`config.mk`:
```
export PLATFORM = sky130hd
export DESIGN_NAME = lgbp_top
export DESIGN_NICKNAME = d
export VERILOG_FILES = /design/src/logic/lgbp_pkg.sv /design/src/logic/lgbp_top.sv
export SDC_FILE = /design/constraint.sdc
export NUM_CORES = 1
export LEC_CHECK = 0
export ABC_CLOCK_PERIOD_IN_PS = 46200
export BUFFER_PORTS_ARGS = -buffer_cell sky130_fd_sc_hd__buf_2
export CAP_MARGIN = 25
export CORE_AREA = 2 2 467 469
export CTS_CLUSTER_SIZE = 16
export DETAILED_ROUTE_END_ITERATION = 8
export DIE_AREA = 0 0 469 471
export GPL_ROUTABILITY_DRIVEN = 0
export MAX_ROUTING_LAYER = met4
export PLACE_DENSITY_LB_ADDON = 0.25
export SYNTH_ARGS = -nofsm -noshare
export SYNTH_HDL_FRONTEND = slang
export SYNTH_SLANG_ARGS = --single-unit
```
`constraint.sdc`:
```
create_clock -name CLK_IN -period 46.2 [get_ports CLK_IN]
set_clock_uncertainty 0.1 [all_clocks]
set_input_delay 6.93 -clock CLK_IN [delete_from_list [all_inputs] [get_ports CLK_IN]]
set_output_delay 6.93 -clock CLK_IN [all_outputs]
set_load 0.01 [all_outputs]
```
`src/logic/lgbp_pkg.sv`:
```
package lgbp_pkg;
	// register offsets
	localparam logic [7:0] PATTERN_CONFIG_ADDR      = 8'hA0;
	localparam logic [7:0] PATTERN_TIMING_A_ADDR    = 8'hA1;
	localparam logic [7:0] PATTERN_GO_STATUS_ADDR   = 8'hA2;
	localparam logic [7:0] PATTERN_TIMING_B_ADDR    = 8'hA3;
	localparam logic [7:0] PATTERN_LOOP_TIMING_ADDR = 8'hA4;
	localparam logic [7:0] PATTERN_REPEAT_LOW_ADDR  = 8'hA5;
	localparam logic [7:0] FADE_HIGH_LEVEL_ADDR     = 8'hA6;
	localparam logic [7:0] FADE_LOW_LEVEL_ADDR      = 8'hA7;
	localparam logic [7:0] SHARED_RED_COLOR_ADDR    = 8'hA8;
	localparam logic [7:0] SHARED_GREEN_COLOR_ADDR  = 8'hA9;
	localparam logic [7:0] SHARED_BLUE_COLOR_ADDR   = 8'hAA;
	localparam logic [7:0] GROUP_SELECT_LOW_ADDR    = 8'hAB;
	localparam logic [7:0] GROUP_SELECT_HIGH_ADDR   = 8'hAC;
	// pattern_config fields
	localparam int PATTERN_ENABLE_BIT      = 0;
	localparam int PATTERN_AUTO_SELECT_BIT = 1;
	localparam int RAMP_ENABLE_BIT         = 2;
	localparam int SWITCH_BIT              = 3;
	// pattern_go_status fields
	localparam int RUN_BIT                 = 0;
	localparam int RUNNING_BIT             = 1;
	localparam int DONE_BIT                = 2;
	// pattern_loop_timing fields
	localparam int LOOP_END_LSB            = 6;
	localparam int LOOP_BEGIN_LSB          = 4;
	localparam int REPEAT_HIGH_LSB         = 0;
	// group_select_high fields
	localparam int GROUP_COLOR_DISABLE_BIT = 4;
	localparam int GROUP_HIGH_LSB          = 0;
	// reset value of every register
	localparam logic [7:0] REG_RESET       = 8'h00;
	// fixed internal tick that paces ramps and phases
	localparam int TICK_NS                 = 32000;
	localparam int CLK_PERIOD_NS           = 8;
	localparam int TICK_CYCLES             = (TICK_NS + CLK_PERIOD_NS - 1) / CLK_PERIOD_NS;
	// phase duration table, ticks per four-bit code, code 0 in the low word
	localparam logic [255:0] DUR_TABLE_DEF = {
		16'h0800, 16'h0600, 16'h0400, 16'h0300, 16'h0200, 16'h0180, 16'h0100, 16'h00C0,
		16'h0080, 16'h0060, 16'h0040, 16'h0020, 16'h0010, 16'h0008, 16'h0004, 16'h0000};
	typedef enum logic [4:0] {
		PH_IDLE = 5'h01,
		PH_RISE = 5'h02,
		PH_ON   = 5'h04,
		PH_FALL = 5'h08,
		PH_OFF  = 5'h10
	} lgbp_phase_t;
endpackage : lgbp_pkg

```
`src/logic/lgbp_top.sv`:
```
`timescale 1ns/1ps
//Function
//- twelve group-enable bits each put three adjacent LEDs under group control
//- low byte bits 0-7 cover LEDs 1-24, high byte bits 0-3 LEDs 25-36
//- grouped LEDs take shared brightness and red/green/blue by position in group
//- colour disable makes grouped LEDs use own colour; ungrouped use own values
//- pattern-enable bit at 1 enables the breathing controller
//- with controller on, only groups with enable bit follow controller output
//- mode bit 1 selects autonomous breathing, 0 selects manual control
//- autonomous loop runs rise, on, fall, off phases with programmed durations
//- breathing output spans low fade level up to high fade level
//- two-bit loop-begin field selects the starting phase
//- loop-end nonzero ends loop after rise, zero ends it after fall
//- twelve-bit repeat count from high nibble and low byte; zero repeats forever
//- finished repeats set done flag, cleared when host reads it
//- done flag also clears on loop restart or writing manual mode
//- writing 1 to run bit starts the autonomous pattern
//- manual output is high level with switch 1, low level with switch 0
//- with ramp enabled a switch change ramps output toward new level
//- with ramp disabled output steps at once to the new level
//- pattern enable 0 gives grouped LEDs the low fade level as brightness
module lgbp_top #(
	parameter int             NUM_CH      = 36,
	parameter int             TICK_CYC    = lgbp_pkg::TICK_CYCLES,
	parameter logic [255:0]   DUR_TABLE   = lgbp_pkg::DUR_TABLE_DEF
) (
	// clock and reset
	input  wire logic                  CLK_IN,
	input  wire logic                  RST_N_IN,
	// register port from the serial interface engine
	input  wire logic [7:0]            REG_ADDR_IN,
	input  wire logic [7:0]            REG_WDATA_IN,
	input  wire logic                  REG_WR_IN,
	input  wire logic                  REG_RD_IN,
	output logic      [7:0]            REG_RDATA_OUT,
	// per-channel individual values
	input  wire logic [NUM_CH*8-1:0]   CH_BRIGHT_IN,
	input  wire logic [NUM_CH*8-1:0]   CH_COLOR_IN,
	// resolved channel values
	output logic      [NUM_CH*8-1:0]   LED_BRIGHT_OUT,
	output logic      [NUM_CH*8-1:0]   LED_COLOR_OUT,
	output logic      [7:0]            PATTERN_LEVEL_OUT
);
	logic [1:0] rst_sync_q;
	logic       rst_n;
	logic [7:0] cfg_q, ta_q, tb_q, loop_q, rep_lo_q, high_q, low_q;
	logic [7:0] red_q, green_q, blue_q, gsel_lo_q, gsel_hi_q;
	logic       run_q, done_q;
	logic [7:0] lvl_q;
	logic [11:0] loop_cnt_q;
	logic [15:0] ph_cnt_q;
	logic [$clog2(TICK_CYC+1)-1:0] tick_cnt_q;
	logic       tick_q;
	lgbp_pkg::lgbp_phase_t state_q;

	function automatic lgbp_pkg::lgbp_phase_t phase_of(input logic [1:0] sel);
		case (sel)
			2'h0: phase_of = lgbp_pkg::PH_RISE;
			2'h1: phase_of = lgbp_pkg::PH_ON;
			2'h2: phase_of = lgbp_pkg::PH_FALL;
			default: phase_of = lgbp_pkg::PH_OFF;
		endcase
	endfunction : phase_of

	function automatic lgbp_pkg::lgbp_phase_t next_of(input lgbp_pkg::lgbp_phase_t s);
		case (s)
			lgbp_pkg::PH_RISE: next_of = lgbp_pkg::PH_ON;
			lgbp_pkg::PH_ON:   next_of = lgbp_pkg::PH_FALL;
			lgbp_pkg::PH_FALL: next_of = lgbp_pkg::PH_OFF;
			default:           next_of = lgbp_pkg::PH_RISE;
		endcase
	endfunction : next_of

	always_ff @(posedge CLK_IN or negedge RST_N_IN) begin
		if (!RST_N_IN)
			rst_sync_q <= 2'h0;
		else
			rst_sync_q <= {rst_sync_q[0], 1'b1};
	end
	assign rst_n = rst_sync_q[1];

	wire        wr       = REG_WR_IN;
	wire        pat_en   = cfg_q[lgbp_pkg::PATTERN_ENABLE_BIT];
	wire        auto_md  = cfg_q[lgbp_pkg::PATTERN_AUTO_SELECT_BIT];
	wire        ramp_en  = cfg_q[lgbp_pkg::RAMP_ENABLE_BIT];
	wire        sw       = cfg_q[lgbp_pkg::SWITCH_BIT];
	wire [1:0]  beg_sel  = loop_q[lgbp_pkg::LOOP_BEGIN_LSB +: 2];
	wire [1:0]  end_sel  = loop_q[lgbp_pkg::LOOP_END_LSB +: 2];
	wire [11:0] rep_cnt  = {loop_q[lgbp_pkg::REPEAT_HIGH_LSB +: 4], rep_lo_q};
	wire [11:0] ge       = {gsel_hi_q[lgbp_pkg::GROUP_HIGH_LSB +: 4], gsel_lo_q};
	wire        col_dis  = gsel_hi_q[lgbp_pkg::GROUP_COLOR_DISABLE_BIT];
	wire        go_wr    = wr && REG_ADDR_IN == lgbp_pkg::PATTERN_GO_STATUS_ADDR;
	wire        start    = go_wr && REG_WDATA_IN[lgbp_pkg::RUN_BIT] && pat_en && auto_md;
	wire        running  = state_q != lgbp_pkg::PH_IDLE;
	wire        man_clr  = wr && REG_ADDR_IN == lgbp_pkg::PATTERN_CONFIG_ADDR
		&& !REG_WDATA_IN[lgbp_pkg::PATTERN_AUTO_SELECT_BIT];
	wire        done_rd  = REG_RD_IN && REG_ADDR_IN == lgbp_pkg::PATTERN_GO_STATUS_ADDR;
	wire [7:0]  target   = sw ? high_q : low_q;

	logic [3:0] dur_code;
	always_comb begin
		case (state_q)
			lgbp_pkg::PH_RISE: dur_code = ta_q[7:4];
			lgbp_pkg::PH_ON:   dur_code = ta_q[3:0];
			lgbp_pkg::PH_FALL: dur_code = tb_q[7:4];
			default:           dur_code = tb_q[3:0];
		endcase
	end
	wire [15:0] dur       = DUR_TABLE[{dur_code, 4'h0} +: 16];
	wire        ph_end    = running && tick_q && ph_cnt_q >= dur;
	wire        end_point = (end_sel != 2'h0) ? state_q == lgbp_pkg::PH_RISE
		: state_q == lgbp_pkg::PH_FALL;
	wire        loop_fin  = ph_end && end_point && rep_cnt != 12'h000
		&& loop_cnt_q + 12'h001 == rep_cnt;

	// register writes
	always_ff @(posedge CLK_IN or negedge rst_n) begin
		if (!rst_n) begin
			cfg_q     <= lgbp_pkg::REG_RESET;
			ta_q      <= lgbp_pkg::REG_RESET;
			tb_q      <= lgbp_pkg::REG_RESET;
			loop_q    <= lgbp_pkg::REG_RESET;
			rep_lo_q  <= lgbp_pkg::REG_RESET;
			high_q    <= lgbp_pkg::REG_RESET;
			low_q     <= lgbp_pkg::REG_RESET;
			red_q     <= lgbp_pkg::REG_RESET;
			green_q   <= lgbp_pkg::REG_RESET;
			blue_q    <= lgbp_pkg::REG_RESET;
			gsel_lo_q <= lgbp_pkg::REG_RESET;
			gsel_hi_q <= lgbp_pkg::REG_RESET;
		end else if (wr) begin
			if (REG_ADDR_IN == lgbp_pkg::PATTERN_CONFIG_ADDR)
				cfg_q <= {4'h0, REG_WDATA_IN[3:0]};
			else if (REG_ADDR_IN == lgbp_pkg::PATTERN_TIMING_A_ADDR)
				ta_q <= REG_WDATA_IN;
			else if (REG_ADDR_IN == lgbp_pkg::PATTERN_TIMING_B_ADDR)
				tb_q <= REG_WDATA_IN;
			else if (REG_ADDR_IN == lgbp_pkg::PATTERN_LOOP_TIMING_ADDR)
				loop_q <= REG_WDATA_IN;
			else if (REG_ADDR_IN == lgbp_pkg::PATTERN_REPEAT_LOW_ADDR)
				rep_lo_q <= REG_WDATA_IN;
			else if (REG_ADDR_IN == lgbp_pkg::FADE_HIGH_LEVEL_ADDR)
				high_q <= REG_WDATA_IN;
			else if (REG_ADDR_IN == lgbp_pkg::FADE_LOW_LEVEL_ADDR)
				low_q <= REG_WDATA_IN;
			else if (REG_ADDR_IN == lgbp_pkg::SHARED_RED_COLOR_ADDR)
				red_q <= REG_WDATA_IN;
			else if (REG_ADDR_IN == lgbp_pkg::SHARED_GREEN_COLOR_ADDR)
				green_q <= REG_WDATA_IN;
			else if (REG_ADDR_IN == lgbp_pkg::SHARED_BLUE_COLOR_ADDR)
				blue_q <= REG_WDATA_IN;
			else if (REG_ADDR_IN == lgbp_pkg::GROUP_SELECT_LOW_ADDR)
				gsel_lo_q <= REG_WDATA_IN;
			else if (REG_ADDR_IN == lgbp_pkg::GROUP_SELECT_HIGH_ADDR)
				gsel_hi_q <= {3'h0, REG_WDATA_IN[4:0]};
		end
	end

	// register reads, answer one cycle after the strobe
	always_ff @(posedge CLK_IN or negedge rst_n) begin
		if (!rst_n)
			REG_RDATA_OUT <= 8'h00;
		else if (REG_RD_IN) begin
			if (REG_ADDR_IN == lgbp_pkg::PATTERN_CONFIG_ADDR)
				REG_RDATA_OUT <= cfg_q;
			else if (REG_ADDR_IN == lgbp_pkg::PATTERN_TIMING_A_ADDR)
				REG_RDATA_OUT <= ta_q;
			else if (REG_ADDR_IN == lgbp_pkg::PATTERN_GO_STATUS_ADDR)
				REG_RDATA_OUT <= {5'h00, done_q, running, run_q};
			else if (REG_ADDR_IN == lgbp_pkg::PATTERN_TIMING_B_ADDR)
				REG_RDATA_OUT <= tb_q;
			else if (REG_ADDR_IN == lgbp_pkg::PATTERN_LOOP_TIMING_ADDR)
				REG_RDATA_OUT <= loop_q;
			else if (REG_ADDR_IN == lgbp_pkg::PATTERN_REPEAT_LOW_ADDR)
				REG_RDATA_OUT <= rep_lo_q;
			else if (REG_ADDR_IN == lgbp_pkg::FADE_HIGH_LEVEL_ADDR)
				REG_RDATA_OUT <= high_q;
			else if (REG_ADDR_IN == lgbp_pkg::FADE_LOW_LEVEL_ADDR)
				REG_RDATA_OUT <= low_q;
			else if (REG_ADDR_IN == lgbp_pkg::SHARED_RED_COLOR_ADDR)
				REG_RDATA_OUT <= red_q;
			else if (REG_ADDR_IN == lgbp_pkg::SHARED_GREEN_COLOR_ADDR)
				REG_RDATA_OUT <= green_q;
			else if (REG_ADDR_IN == lgbp_pkg::SHARED_BLUE_COLOR_ADDR)
				REG_RDATA_OUT <= blue_q;
			else if (REG_ADDR_IN == lgbp_pkg::GROUP_SELECT_LOW_ADDR)
				REG_RDATA_OUT <= gsel_lo_q;
			else if (REG_ADDR_IN == lgbp_pkg::GROUP_SELECT_HIGH_ADDR)
				REG_RDATA_OUT <= gsel_hi_q;
			else
				REG_RDATA_OUT <= 8'h00;
		end
	end

	// tick pacing ramps and phase durations
	always_ff @(posedge CLK_IN or negedge rst_n) begin
		if (!rst_n) begin
			tick_cnt_q <= '0;
			tick_q     <= 1'b0;
		end else begin
			tick_q     <= tick_cnt_q == ($bits(tick_cnt_q))'(TICK_CYC - 1);
			tick_cnt_q <= (tick_cnt_q == ($bits(tick_cnt_q))'(TICK_CYC - 1)) ? '0
				: tick_cnt_q + 1'b1;
		end
	end

	// autonomous loop sequencing
	always_ff @(posedge CLK_IN or negedge rst_n) begin
		if (!rst_n) begin
			state_q    <= lgbp_pkg::PH_IDLE;
			ph_cnt_q   <= 16'h0000;
			loop_cnt_q <= 12'h000;
			run_q      <= 1'b0;
		end else if (start) begin
			state_q    <= phase_of(beg_sel);
			ph_cnt_q   <= 16'h0000;
			loop_cnt_q <= 12'h000;
			run_q      <= 1'b1;
		end else if (!pat_en || !auto_md || (go_wr && !REG_WDATA_IN[lgbp_pkg::RUN_BIT])) begin
			state_q <= lgbp_pkg::PH_IDLE;
			run_q   <= 1'b0;
		end else if (loop_fin) begin
			state_q <= lgbp_pkg::PH_IDLE;
			run_q   <= 1'b0;
		end else if (ph_end) begin
			ph_cnt_q <= 16'h0000;
			if (end_point) begin
				loop_cnt_q <= loop_cnt_q + 12'h001;
				state_q    <= phase_of(beg_sel);
			end else
				state_q <= next_of(state_q);
		end else if (tick_q && running)
			ph_cnt_q <= ph_cnt_q + 16'h0001;
	end

	// set wins over every clear
	always_ff @(posedge CLK_IN or negedge rst_n) begin
		if (!rst_n)
			done_q <= 1'b0;
		else if (loop_fin)
			done_q <= 1'b1;
		else if (done_rd || start || man_clr)
			done_q <= 1'b0;
	end

	// controller level
	always_ff @(posedge CLK_IN or negedge rst_n) begin
		if (!rst_n)
			lvl_q <= 8'h00;
		else if (!auto_md) begin
			if (!ramp_en)
				lvl_q <= target;
			else if (tick_q && lvl_q < target)
				lvl_q <= lvl_q + 8'h01;
			else if (tick_q && lvl_q > target)
				lvl_q <= lvl_q - 8'h01;
		end else if (start)
			lvl_q <= (phase_of(beg_sel) == lgbp_pkg::PH_RISE
				|| phase_of(beg_sel) == lgbp_pkg::PH_OFF) ? low_q : high_q;
		else if (running) begin
			case (state_q)
				lgbp_pkg::PH_RISE: if (tick_q && lvl_q < high_q) lvl_q <= lvl_q + 8'h01;
				lgbp_pkg::PH_FALL: if (tick_q && lvl_q > low_q) lvl_q <= lvl_q - 8'h01;
				lgbp_pkg::PH_ON:   lvl_q <= high_q;
				default:           lvl_q <= low_q;
			endcase
		end
	end

	always_ff @(posedge CLK_IN or negedge rst_n) begin
		if (!rst_n)
			PATTERN_LEVEL_OUT <= 8'h00;
		else
			PATTERN_LEVEL_OUT <= lvl_q;
	end

	// per-channel source selection
	always_ff @(posedge CLK_IN or negedge rst_n) begin
		if (!rst_n) begin
			LED_BRIGHT_OUT <= '0;
			LED_COLOR_OUT  <= '0;
		end else begin
			for (int c = 0; c < NUM_CH; c++) begin
				if (ge[c / 3]) begin
					LED_BRIGHT_OUT[c*8 +: 8] <= pat_en ? lvl_q : low_q;
					if (col_dis)
						LED_COLOR_OUT[c*8 +: 8] <= CH_COLOR_IN[c*8 +: 8];
					else
						LED_COLOR_OUT[c*8 +: 8] <= (c % 3 == 0) ? red_q
							: (c % 3 == 1) ? green_q : blue_q;
				end else begin
					LED_BRIGHT_OUT[c*8 +: 8] <= CH_BRIGHT_IN[c*8 +: 8];
					LED_COLOR_OUT[c*8 +: 8]  <= CH_COLOR_IN[c*8 +: 8];
				end
			end
		end
	end

	// checks
	a_done_set: assert property (@(posedge CLK_IN) disable iff (!rst_n)
		loop_fin && !start |=> done_q && state_q == lgbp_pkg::PH_IDLE)
		else $error("done flag not set at loop finish");
	a_done_rdclr: assert property (@(posedge CLK_IN) disable iff (!rst_n)
		(done_rd || man_clr) && !loop_fin |=> !done_q)
		else $error("done flag not cleared");
	a_forever_run: assert property (@(posedge CLK_IN) disable iff (!rst_n)
		rep_cnt == 12'h000 && ph_end && end_point && pat_en && auto_md && !go_wr
		|=> run_q && state_q == phase_of($past(beg_sel)))
		else $error("zero repeat count finished");
	a_go_begin: assert property (@(posedge CLK_IN) disable iff (!rst_n)
		start |=> state_q == phase_of($past(beg_sel)) && run_q)
		else $error("start did not enter begin phase");
	a_end_rise: assert property (@(posedge CLK_IN) disable iff (!rst_n)
		ph_end && !loop_fin && end_sel != 2'h0 && state_q == lgbp_pkg::PH_RISE && !start
		&& pat_en && auto_md && !go_wr |=> state_q == phase_of($past(beg_sel)))
		else $error("loop did not wrap after rise");
	a_step_level: assert property (@(posedge CLK_IN) disable iff (!rst_n)
		!auto_md && !ramp_en ##1 !auto_md && !ramp_en |-> lvl_q == $past(target))
		else $error("manual level not stepped");
	a_ramp_hold: assert property (@(posedge CLK_IN) disable iff (!rst_n)
		!auto_md && ramp_en && !tick_q |=> $stable(lvl_q))
		else $error("ramp moved without tick");
	a_ramp_step: assert property (@(posedge CLK_IN) disable iff (!rst_n)
		!auto_md && ramp_en && tick_q && lvl_q < target |=> lvl_q == $past(lvl_q) + 8'h01)
		else $error("ramp step wrong");
	a_group_out: assert property (@(posedge CLK_IN) disable iff (!rst_n)
		ge[0] && pat_en |=> LED_BRIGHT_OUT[7:0] == $past(lvl_q))
		else $error("grouped brightness not from controller");
	a_group_col: assert property (@(posedge CLK_IN) disable iff (!rst_n)
		ge[0] && !col_dis |=> LED_COLOR_OUT[15:8] == $past(green_q))
		else $error("grouped colour not shared");
endmodule : lgbp_top

```
* Word level (Yosys, flattened, before mapping)
Index checks and enable logic that the tools add are counted.
** Operators by class
- Equal/unequal tests :: 29
- Shift-type cells :: 1
- Add/subtract/negate cells :: 5
- Reductions and logical operators :: 50
- Magnitude comparators :: 5
- Mux-type cells :: 160
- Bitwise operators :: 11
** Operator list (count)
- 2-to-1 mux 8 bit :: 131
- variable part select 256 x 9 -> 16 bit (first input constant) :: 1
- equality test 8 bit (second input constant) :: 13
- 2-to-1 mux 16 bit :: 5
- 2-to-1 mux 12 bit :: 6
- 2-to-1 mux 5 bit :: 8
- case mux 5 bit (3 select lines) :: 2
- adder 12 x 1 -> 12 bit (second input constant) :: 2
- case mux 8 bit (3 select lines) :: 1
- logical AND 1 bit :: 17
- adder 16 x 1 -> 16 bit (second input constant) :: 1
- greater-or-equal comparator 16 bit :: 1
- greater-than comparator 8 bit :: 2
- less-than comparator 8 bit :: 2
- AND reduction 13 bit :: 1
- equality test 12 bit :: 1
- equality test 12 bit (second input constant) :: 1
- case mux 4 bit (3 select lines) :: 1
- AND reduction 12 bit :: 1
- AND reduction 4 bit :: 3
- nonzero test 12 bit :: 1
- inverter 1 bit :: 11
- AND reduction 11 bit :: 1
- equality test 5 x 2 -> 1 bit (second input constant) :: 2
- 27 further kinds :: 46
** Word-level totals
- Register bits :: 739
- Word-level logic and storage cells :: 286
- Input port bits :: 596
- Output and inout port bits :: 592

* Longest topological paths before layout
Gate-level depths: netlist of run 1.
- Word-level depth :: 14
- Gate-level depth with buffers :: 21
- Mapped depth without buffers :: 17

* Least setup slack after synthesis of run 1
Ideal clock, no wire load.
- Path kind :: input to register
- Start :: input port REG_ADDR_IN[1]
- End :: register lvl_q[0]
- Data arrival time :: 8778 ps
- Required time :: 45975 ps
- Stages :: 11
- Path slack :: 37197 ps
- Buffers on the path :: 4
- Setup time :: 125 ps
- Cells stage by stage :: buf_2 -> and3b_1 -> clkbuf_1 -> and3_1 -> clkbuf_1 -> a31o_2 -> inv_1 -> o31ai_2 -> and2_1 -> buf_6 -> mux2_4
** On the way
- Longest elaborated chain between the ends :: 7
- Elaborated cells on any way between the ends :: 11
- Classes of those cells :: eq/ne (4); mux (2); reduce/logical (5)
** RTL lines
- start, declared :: RTL line lgbp_top.sv:31 : input wire logic [7:0] REG_ADDR_IN,
- equality test 8 bit * :: RTL line lgbp_top.sv:92 : wire go_wr = wr && REG_ADDR_IN == lgbp_pkg::PATTERN_GO_STATUS_ADDR;
- logical AND 1 bit * :: RTL line lgbp_top.sv:92
- logical AND 1 bit * (3 in series) :: RTL line lgbp_top.sv:93 : wire start = go_wr && REG_WDATA_IN[lgbp_pkg::RUN_BIT] && pat_en && auto_md;
- inequality test 4 x 3 -> 1 bit (no line), or another cell as far along
- AND reduction 4 bit (no line) / 2-to-1 mux 8 bit (equally long branches)
- end signal, assigned :: RTL line lgbp_top.sv:252 : lvl_q <= target;
- end signal, assigned :: RTL line lgbp_top.sv:254 : lvl_q <= lvl_q + 8'h01;
- end signal, assigned :: RTL line lgbp_top.sv:256 : lvl_q <= lvl_q - 8'h01;
- end, declared :: RTL line lgbp_top.sv:49 : logic [7:0] lvl_q;
Mark *: on every way between the ends. The rest lies on a longest branch, timed or not.
A chain may end at the register's enable or synchronous reset.

* Worst setup path in the final report of run 1
- Start :: input port REG_ADDR_IN[1]
- End :: register lvl_q[6]
The elaborated chain is that of the path after synthesis.

==> flow_metrics.tcl, run 1 <==
set metrics [dict create \
    slew_viol_final 0 \
    ys.flop_type "dfrtp_1" \
    timing.final.crit_share_pct 19.7 \
    final.min_clock_period_ns 9.12 \
    seqCellArea_um2 18500 \
    status "finished clean" \
    fmax_ghz 0.110 \
    detail-route-antenna-nets 0 \
    cts-root-buf "clkbuf_16" \
    drcViolationCount 0 \
    synthTopCellsByCount "dfrtp_1, mux2_2, o21a_1" \
    tritoncts "built" \
    max-clock-path-buffers 3 \
    ctsHoldBuffers 0 \
    drive_gt1_share_pct 49.7 \
    post_cts_resized 0 \
    p_leak_uw 0.0195 \
    cts_num_sinks 739 \
    io_buffers 1187 \
    nFillCells 23800 \
    core_um2 216000 \
    syn2layout_area_growth_pct 40.2 \
    startpoint_type "primary input" \
    ir_worst_vdd_mv 0.0254 \
    worstPathRequired_ns 46.75 \
    fp-row-count 171 \
    synthArstFlopShare_pct 100 \
    setup_viol 0 \
    cts_max_level 3 \
    power_density_nw_per_um2 39.3 \
    synth_nets 3090 \
    cts_buffers 90 \
    wl_mm 195 \
    yosysWarnings 0 \
    grt_pass1_wl_mm 252 \
    rsz0062_at_grt "no" \
    critical_path.top_delay_family "simple AND/OR/NAND/NOR gates" \
    grt_pass1_vias 26700 \
    antenna_found_initial 75 \
    slew_headroom_pct 27.9 \
    clock_latency_ns 0.72 \
    cpMaxStageDelayCell "nand3_1" \
    synth_seq_cells 739 \
    cp_cell_sequence "buf_2 > and3b_1 > and3_1 > nand3_1 > a22oi_1 > nor2_1 > a221o_1 > a31oi_1" \
    avgRoutedWirePerCell_um 29.7 \
    netlist_instances 2447 \
    multi_input_area_um2 11800 \
    drv_cap 0 \
    io_pins 1188 \
    netlist_top_cells_area "dfrtp_1, mux2_2, o21a_1" \
    yosysMostFrequentCell "dfrtp_1" \
    grt_usage_pct 17.5 \
    firstDrtPassIters 6 \
    synth.top_cell.area_share_pct 59.4 \
    drt_iter0_markers 2235 \
    grt_max_degree 145 \
    synth_top_area_cell "dfrtp_1" \
    die_w_um 469 \
    avgSynthCellArea_um2 12.7 \
    crit_arrival_ns 9.67 \
    ys_seq_area_share_pct 59.5 \
    cts_setup_buffers 0 \
    clk_pin_slew_ns 0.06 \
    synth-edff-count 0 \
    end_kind "flop" \
    vias_per_cell 4.00 \
    fp.dieArea_um2 221000 \
    fin_tns_setup_ns 0 \
    crit_buf_inv 1 \
    grt_overflow_total 0 \
    worst_pin_slew_ns 1.08 \
    stdcell_count 6565 \
    hold_viol_final 0 \
    syn_area_um2 31100 \
    nets 4243 \
    place_inst 6360 \
    path_class "primary input to flop" \
    synth.distinct_cells 89 \
    die_h_um 471 \
    cp_max_fo 37 \
    max_stage_delay_ns 0.57 \
    hold_path_class "flop to flop" \
    start_util_pct 14.4 \
    vias 26300 \
    dp_hpwl_mm 154 \
]
-- path summary, 6_finish.rpt --
check,from,end,slack (ns),cells after the start
setup / recovery,REG_ADDR_IN[1],lvl_q[6]$_DFFE_PN0P_,37.08,8
hold / removal,rst_sync_q[0]$_DFF_PN0_,rst_sync_q[1]$_DFF_PN0_,0.26,0
setup reg to reg,state_q[1]$_DFFE_PN0P_,loop_cnt_q[11]$_DFFE_PN0P_,40.39,16
hold reg to reg,rst_sync_q[0]$_DFF_PN0_,rst_sync_q[1]$_DFF_PN0_,0.26,0
max in group asynchronous,RST_N_IN,rst_sync_q[1]$_DFF_PN0_,40.00,1
min in group asynchronous,rst_sync_q[1]$_DFF_PN0_,LED_COLOR_OUT[46]$_DFF_PN0_,0.34,0
-- cell usage in the layout (no fill, tap or decap), drive strengths merged, types with 20 or more instances in the layout --
master,count
diode,47
mux2,386
inv,56
a31oi,24
clkinv,20
nand2b,20
nand4,20
mux2i,34
nand2,162
o21a,295
dfrtp,738
nor3,25
buf,1236
ha,47
clkbuf,118
o21ai,50
nand3,57
nor2,65
a21oi,50
-- kinds of logic (layout without fill, tap and decap cells) --
kind of cell / count (synthesis) / in the layout / synth area share (%)
muxes: 422 / 422 / 15.3
adders and majority gates: 47 / 47 / 1.89
xor gates and xnor gates: 34 / 34 / 0.958
buffers and inverters: 226 / 1443 / 2.88
DFF: 739 / 739 / 59.5
AOI/OAI and AO/OA: 554 / 554 / 12.9
other: 1 / 48 / 0.0121
and+or+nand+nor: 424 / 424 / 6.60
-- stage by stage --
stage	power, uW	hold WS (ns)	worst slack [ns]	util [%]	cell area (um^2)
5_1_grt	1780	0.260	36.92	20.2	43500
2_1_floorplan	833	0.231	23.98	-	31100
3_5_place_dp	991	0.237	36.35	18.7	40500
4_1_cts	1740	0.259	37.19	20.1	43400
6_report	1710	0.256	37.08	20.2	43600
3_3_place_gp	991	0.237	36.33	18.7	40400
-- per-layer routing --
metal | track usage, % | vias up | routed length [um]
li1 | - | 11100 | -
met1 | 20.5 | 13400 | 77000
met2 | 27.6 | 1485 | 91300
met3 | 4.85 | 291 | 16300
met4 | 8.45 | 0 | 10200
met5 | - | - | 0
-- cell type report --
class                   count  share of cell area [%]
flip-flops and latches    739                    42.5
multi-input cells        1482                    27.1
repair buffers           1236                    14.7
well taps                2854                    8.19
clock buffers             118                    5.66
clock inverters            38                    1.10
inverters                  51                   0.439
diodes                     47                   0.270
-- report_power, final --
group	leakage (uW)	internal [uW]	switching, uW	total (uW)
sequential	0.00885	688	33.9	721
combinational	0.00926	98.5	160	258
clock	0.00144	418	316	734
-- flip-flops by register name, indices dropped and copies added (netlist names), 8 cells and up --
signal / flops
red_q: 8
PATTERN_LEVEL_OUT: 8
high_q: 8
gsel_lo_q: 8
REG_RDATA_OUT: 8
LED_BRIGHT_OUT: 288
green_q: 8
LED_COLOR_OUT: 288
loop_cnt_q: 12
lvl_q: 8
low_q: 8
tb_q: 8
ph_cnt_q: 16
loop_q: 8
rep_lo_q: 8
ta_q: 8
tick_cnt_q: 12
blue_q: 8
(Power assumes the default switching activity.)
==> run 2: changes to the inputs <==
Settings changed: ABC_CLOCK_PERIOD_IN_PS 46200 to 9100, CORE_AREA 2 2 467 469 to 2 2 458 460, DIE_AREA 0 0 469 471 to 0 0 460 462.
Clock period 46.2 ns to 9.1 ns, I/O delays scaled along.
==> run 2 against run 1 <==
Sequential power rose to 5.1 times the previous value; combinational power rose to 5.0 times the previous value; cell count down 1.7%; first-iteration DRC count down 11%.
==> flow_metrics.tcl, run 2 (synthesis gave the netlist of run 1 again) <==
set metrics [dict create \
    status "finished clean" \
    die_h_um 462 \
    grt_usage_pct 17.7 \
    start_util_pct 14.9 \
    worst_pin_slew_ns 1.06 \
    p_clk_share_pct 45.0 \
    max_stage_delay_ns 0.73 \
    final.min_clock_period_ns 5.31 \
    slew_headroom_pct 29.0 \
    vias 26100 \
    largestRegisters "LED_BRIGHT_OUT (288), LED_COLOR_OUT (288), ph_cnt_q (16)" \
    final_common_cell "buf_2" \
    core_um2 208000 \
    hold_path_class "flop to asynchronous set/reset pin" \
    nets 4235 \
    io_buffers 1187 \
    cp-startpoint "state_q[1]$_DFFE_PN0P_" \
    timing.rr.start "state_q[1]$_DFFE_PN0P_" \
    ir_worst_vdd_mv 0.155 \
    cts_setup_buffers 0 \
    cp_cell_sequence "or3_4 > nor2_1 > a222oi_1 > nand2_1 > o21ai_1 > inv_1 > ha_1 > inv_1 > a211o_1 > ha_1 > nand4_1 > nor3_1 > o31ai_1 > a21boi_2 > nand2_1 > or2_0 > a31o_2" \
    drt_iter0_markers 1996 \
    startpoint_type "flop" \
    most-common-layout-cells "buf_2, dfrtp_1, mux2_2, o21a_1, nand2_1" \
    crit_arrival_ns 5.82 \
    wl_mm 192 \
    switchingPower_uw 2610 \
    power_uw 8990 \
    drive_gt1_share_pct 49.7 \
    cts_max_level 3 \
    p_leak_uw 0.0196 \
    setup_viol 0 \
    comb_power_share_pct 14.2 \
    fp.dieArea_um2 213000 \
    clock_latency_ns 0.73 \
    dp_hpwl_mm 151 \
    rsz0062_at_grt "no" \
    ctsHoldBuffers 0 \
    power_density_nw_per_um2 206 \
    grt_pass1_vias 26800 \
    fp-row-count 168 \
    max-clock-path-buffers 3 \
    avgRoutedWirePerCell_um 29.7 \
    end_kind "flop" \
    syn2layout_area_growth_pct 40.6 \
    cts-root-buf "clkbuf_16" \
    drcViolationCount 0 \
    fin_tns_setup_ns 0 \
    detail-route-antenna-nets 0 \
    vias_per_cell 4.04 \
    slew_viol_final 0 \
    timing.final.crit_share_pct 58.3 \
    hold_viol_final 0 \
    antenna_found_initial 92 \
    cts_num_sinks 739 \
    tritoncts "built" \
    cpMaxStageDelayCell "nor2_1" \
    path_class "flop to flop" \
    firstDrtPassIters 7 \
    nFillCells 22700 \
    grt_pass1_wl_mm 247 \
    io_pins 1188 \
    grt_max_degree 136 \
    swShare_pct 29.0 \
    post_cts_resized 0 \
    grt_overflow_total 0 \
    pwr-share-seq_pct 40.8 \
    clk_pin_slew_ns 0.06 \
    fmax_ghz 0.188 \
    drv_cap 0 \
    die_w_um 460 \
    cts_buffers 92 \
    p_int_uw 6380 \
    cp_max_fo 13 \
    worstPathRequired_ns 9.61 \
]
==> run 2: cell type report <==
class / instances / area [um^2] / share of cell area, %
clock buffers: 131 / 2660 / 6.09
inverters: 51 / 191 / 0.438
flip-flops and latches: 739 / 18500 / 42.3
multi-input cells: 1482 / 11800 / 27.0
diodes: 61 / 153 / 0.349
clock inverters: 41 / 656 / 1.50
well taps: 2720 / 3400 / 7.79
repair buffers: 1226 / 6320 / 14.5
==> run 2: power by group through the flow <==
stage	Combinational (uW)	Clock, uW	Sequential [uW]
6_report	1280	4050	3670
5_1_grt	1360	4270	3690
4_1_cts	1290	4150	3670
3_5_place_dp	1290	0	3720
3_3_place_gp	1290	0	3730
2_1_floorplan	456	0	3770
==> run 2: through the flow <==
stage          utilization, %  cells  area (um^2)  hold slack (ns)  setup slack [ns]
3_5_place_dp             19.3   6218        40200            0.239              3.93
4_1_cts                  20.9   6390        43600            0.248              3.90
3_3_place_gp             19.3   6216        40200            0.235              4.02
5_1_grt                  21.0   6438        43700            0.257              3.41
6_report                 21.0   6451        43700            0.219              3.79
2_1_floorplan               -   2447        31100            0.231              1.87
==> run 2: metal layers <==
metal  GRT usage [%]  vias to the layer above  share of wire, %
li1                -                    11100                 -
met1            18.7                    13200                37
met2            27.6                     1399                47
met3            5.99                      359               8.5
met4            13.0                        0               7.9
met5               -                        -                 0
==> run 2: final timing paths <==
path | endpoint | slack [ns] | depth (start not counted)
min in group CLK_IN | rst_sync_q[1]$_DFF_PN0_ | 0.25 | 0
max in group asynchronous | LED_BRIGHT_OUT[41]$_DFF_PN0_ | 6.66 | 2
worst min-delay path | LED_COLOR_OUT[211]$_DFF_PN0_ | 0.22 | 0
worst min register to register | LED_COLOR_OUT[211]$_DFF_PN0_ | 0.22 | 0
worst max register to register | loop_cnt_q[3]$_DFFE_PN0P_ | 3.79 | 17
worst max-delay path | loop_cnt_q[3]$_DFFE_PN0P_ | 3.79 | 17
==> run 2: worst max-delay path, delay by kind of cell, from the launching register on <==
family / cells / cell delay (ns)
AO/OA/AOI/OAI: 6 / 1.56
adder cells (fa/ha/maj): 2 / 0.52
buffers and inverters: 2 / 0.18
flip-flops: 1 / 0.43
AND/OR/NAND/NOR: 7 / 2.39
==> run 3: changes to the inputs <==
Settings changed: ABC_CLOCK_PERIOD_IN_PS 9100 to 5100.
Clock period 9.1 ns to 5.1 ns, I/O delays scaled along.
==> run 3 against run 2 <==
Global-route usage about the same; cell area increased by 0.46%; via count about the same; sequential power increased by 79%; worst hold slack got worse by 0.10 ns; critical path type unchanged; largest power group unchanged.
==> flow_metrics.tcl, run 3 (synthesis gave the netlist of run 1 again) <==
set metrics [dict create \
    startpoint_type "flop" \
    crit_buf_inv 2 \
    pre_cts_slack_ns 0.435 \
    cts_num_sinks 739 \
    utilization_pct 21.1 \
    slew_viol_final 0 \
    endpoint "ph_cnt_q[2]$_DFFE_PN0P_" \
    setup_slack_ns 0.382 \
    r2r_slack_ns 0.38 \
    nFillCells 22800 \
    p_leak_uw 0.0198 \
    drcViolationCount 0 \
    grt_overflow_total 0 \
    core_um2 208000 \
    ir_worst_vdd_mv 0.273 \
    start_util_pct 14.9 \
    fin_hold_ws_ns 0.118 \
    io_buffers 1187 \
    regToRegEndpoint "ph_cnt_q[2]$_DFFE_PN0P_" \
    cts-root-buf "clkbuf_16" \
    cpMaxStageDelayCell "and2_1" \
    r2r.worst_path.cells 17 \
    fp-row-count 168 \
    tritoncts "built" \
    clock_latency_ns 0.76 \
    cts_max_level 3 \
    wl_mm 192 \
    max_stage_delay_ns 0.54 \
    hold_viol_final 0 \
    drive_gt1_share_pct 50.1 \
    vias_per_cell 4.02 \
    drt_iter0_markers 2178 \
    cp_max_fo 16 \
    cts_buffers 94 \
    end_kind "flop" \
    die_w_um 460 \
    slew_headroom_pct 25.7 \
    cp-startpoint "state_q[1]$_DFFE_PN0P_" \
    detailed_place.area_um2 40400 \
    fmax_ghz 0.212 \
    grt_pass1_vias 26900 \
    dp_hpwl_mm 152 \
    firstDrtPassIters 8 \
    setup_viol 0 \
    avgRoutedWirePerCell_um 29.6 \
    vias 26000 \
    detail-route-antenna-nets 0 \
    rsz0062_at_grt "no" \
    path_class "flop to flop" \
    power_uw 16100 \
    worst_pin_slew_ns 1.09 \
    io_pins 1188 \
    fin_area_um2 43900 \
    largestRegisters "LED_BRIGHT_OUT (288), LED_COLOR_OUT (288), ph_cnt_q (16)" \
    cp_cell_sequence "or3_4 > or2_1 > nand3_1 > buf_4 > nor2_1 > a31oi_1 > ha_1 > inv_1 > a211o_1 > ha_1 > nand4_1 > o211ai_1 > a31oi_1 > a21boi_2 > nand4_1 > and2_1 > o221ai_1" \
    grt_max_degree 112 \
    die_h_um 462 \
    nets 4256 \
    power_density_nw_per_um2 367 \
    critical_path.top_delay_family "simple AND/OR/NAND/NOR gates" \
    drv_cap 0 \
    syn2layout_area_growth_pct 41.3 \
    final_common_cell "buf_2" \
    grt_usage_pct 17.7 \
    crit_arrival_ns 5.21 \
    timing.final.crit_share_pct 92.5 \
    max-clock-path-buffers 3 \
    fp.dieArea_um2 213000 \
    critical_path_depth 17 \
    status "finished clean" \
    timing.rr.start "state_q[1]$_DFFE_PN0P_" \
    final.min_clock_period_ns 4.72 \
    grt_pass1_wl_mm 247 \
    worstPathRequired_ns 5.59 \
    hold_path_class "primary input to flop" \
    most-common-layout-cells "buf_2, dfrtp_1, mux2_2, o21a_1, nand2_1" \
    clk_pin_slew_ns 0.08 \
    antenna_found_initial 84 \
]
[run 3: where the power goes]
part           leakage, uW  internal (uW)  switching (uW)  total, uW
Sequential         0.00885           6230             335       6560
Clock              0.00161           4250            3030       7280
Combinational      0.00929            891            1380       2270
[run 3: stage by stage]
stage               setup TNS [ns]  std cells
floorplan                 -1568.85       2447
CTS                              0       6414
global route                     0       6465
finish                           0       6479
global placement                 0       6233
detailed placement               0       6236
[run 3: timing repair]
item / 4_1_cts / 5_1_grt
hold buffers: 1 / 0
gates resized for setup: 0 / 1
buffers inserted: 0 / 0
setup endpoints to repair: 0 / 3
hold endpoints to repair: 2 / 0
[run 3: worst min-delay path by stage]
stage	start	to	slack (ns)	cells after the start
finish	CH_BRIGHT_IN[235]	LED_BRIGHT_OUT[235]$_DFF_PN0_	0.12	2
global route	CH_BRIGHT_IN[235]	LED_BRIGHT_OUT[235]$_DFF_PN0_	0.05	2
CTS	CH_BRIGHT_IN[235]	LED_BRIGHT_OUT[235]$_DFF_PN0_	0.01	2
detailed placement	rst_sync_q[0]$_DFF_PN0_	rst_sync_q[1]$_DFF_PN0_	0.24	0
global placement	rst_sync_q[0]$_DFF_PN0_	rst_sync_q[1]$_DFF_PN0_	0.23	0
floorplan	rst_sync_q[0]$_DFF_PN0_	rst_sync_q[1]$_DFF_PN0_	0.23	0
[run 3: layout make-up]
class	instances	area (um^2)	area share, %
clock buffer	122	2590	5.90
clock inverter	55	741	1.69
sequential	739	18500	42.2
multi-input combinational	1482	11800	26.9
antenna	65	163	0.370
timing repair buffer	1245	6490	14.8
tap	2720	3400	7.75
inverter	51	191	0.436
[run 3: per-layer routing]
layer,part of all wire (%),vias to the layer above,global-route usage [%]
met5,0,-,-
met4,7.9,0,13.0
met3,8.2,331,5.93
met2,47,1356,27.5
met1,37,13200,18.9
li1,-,11100,-
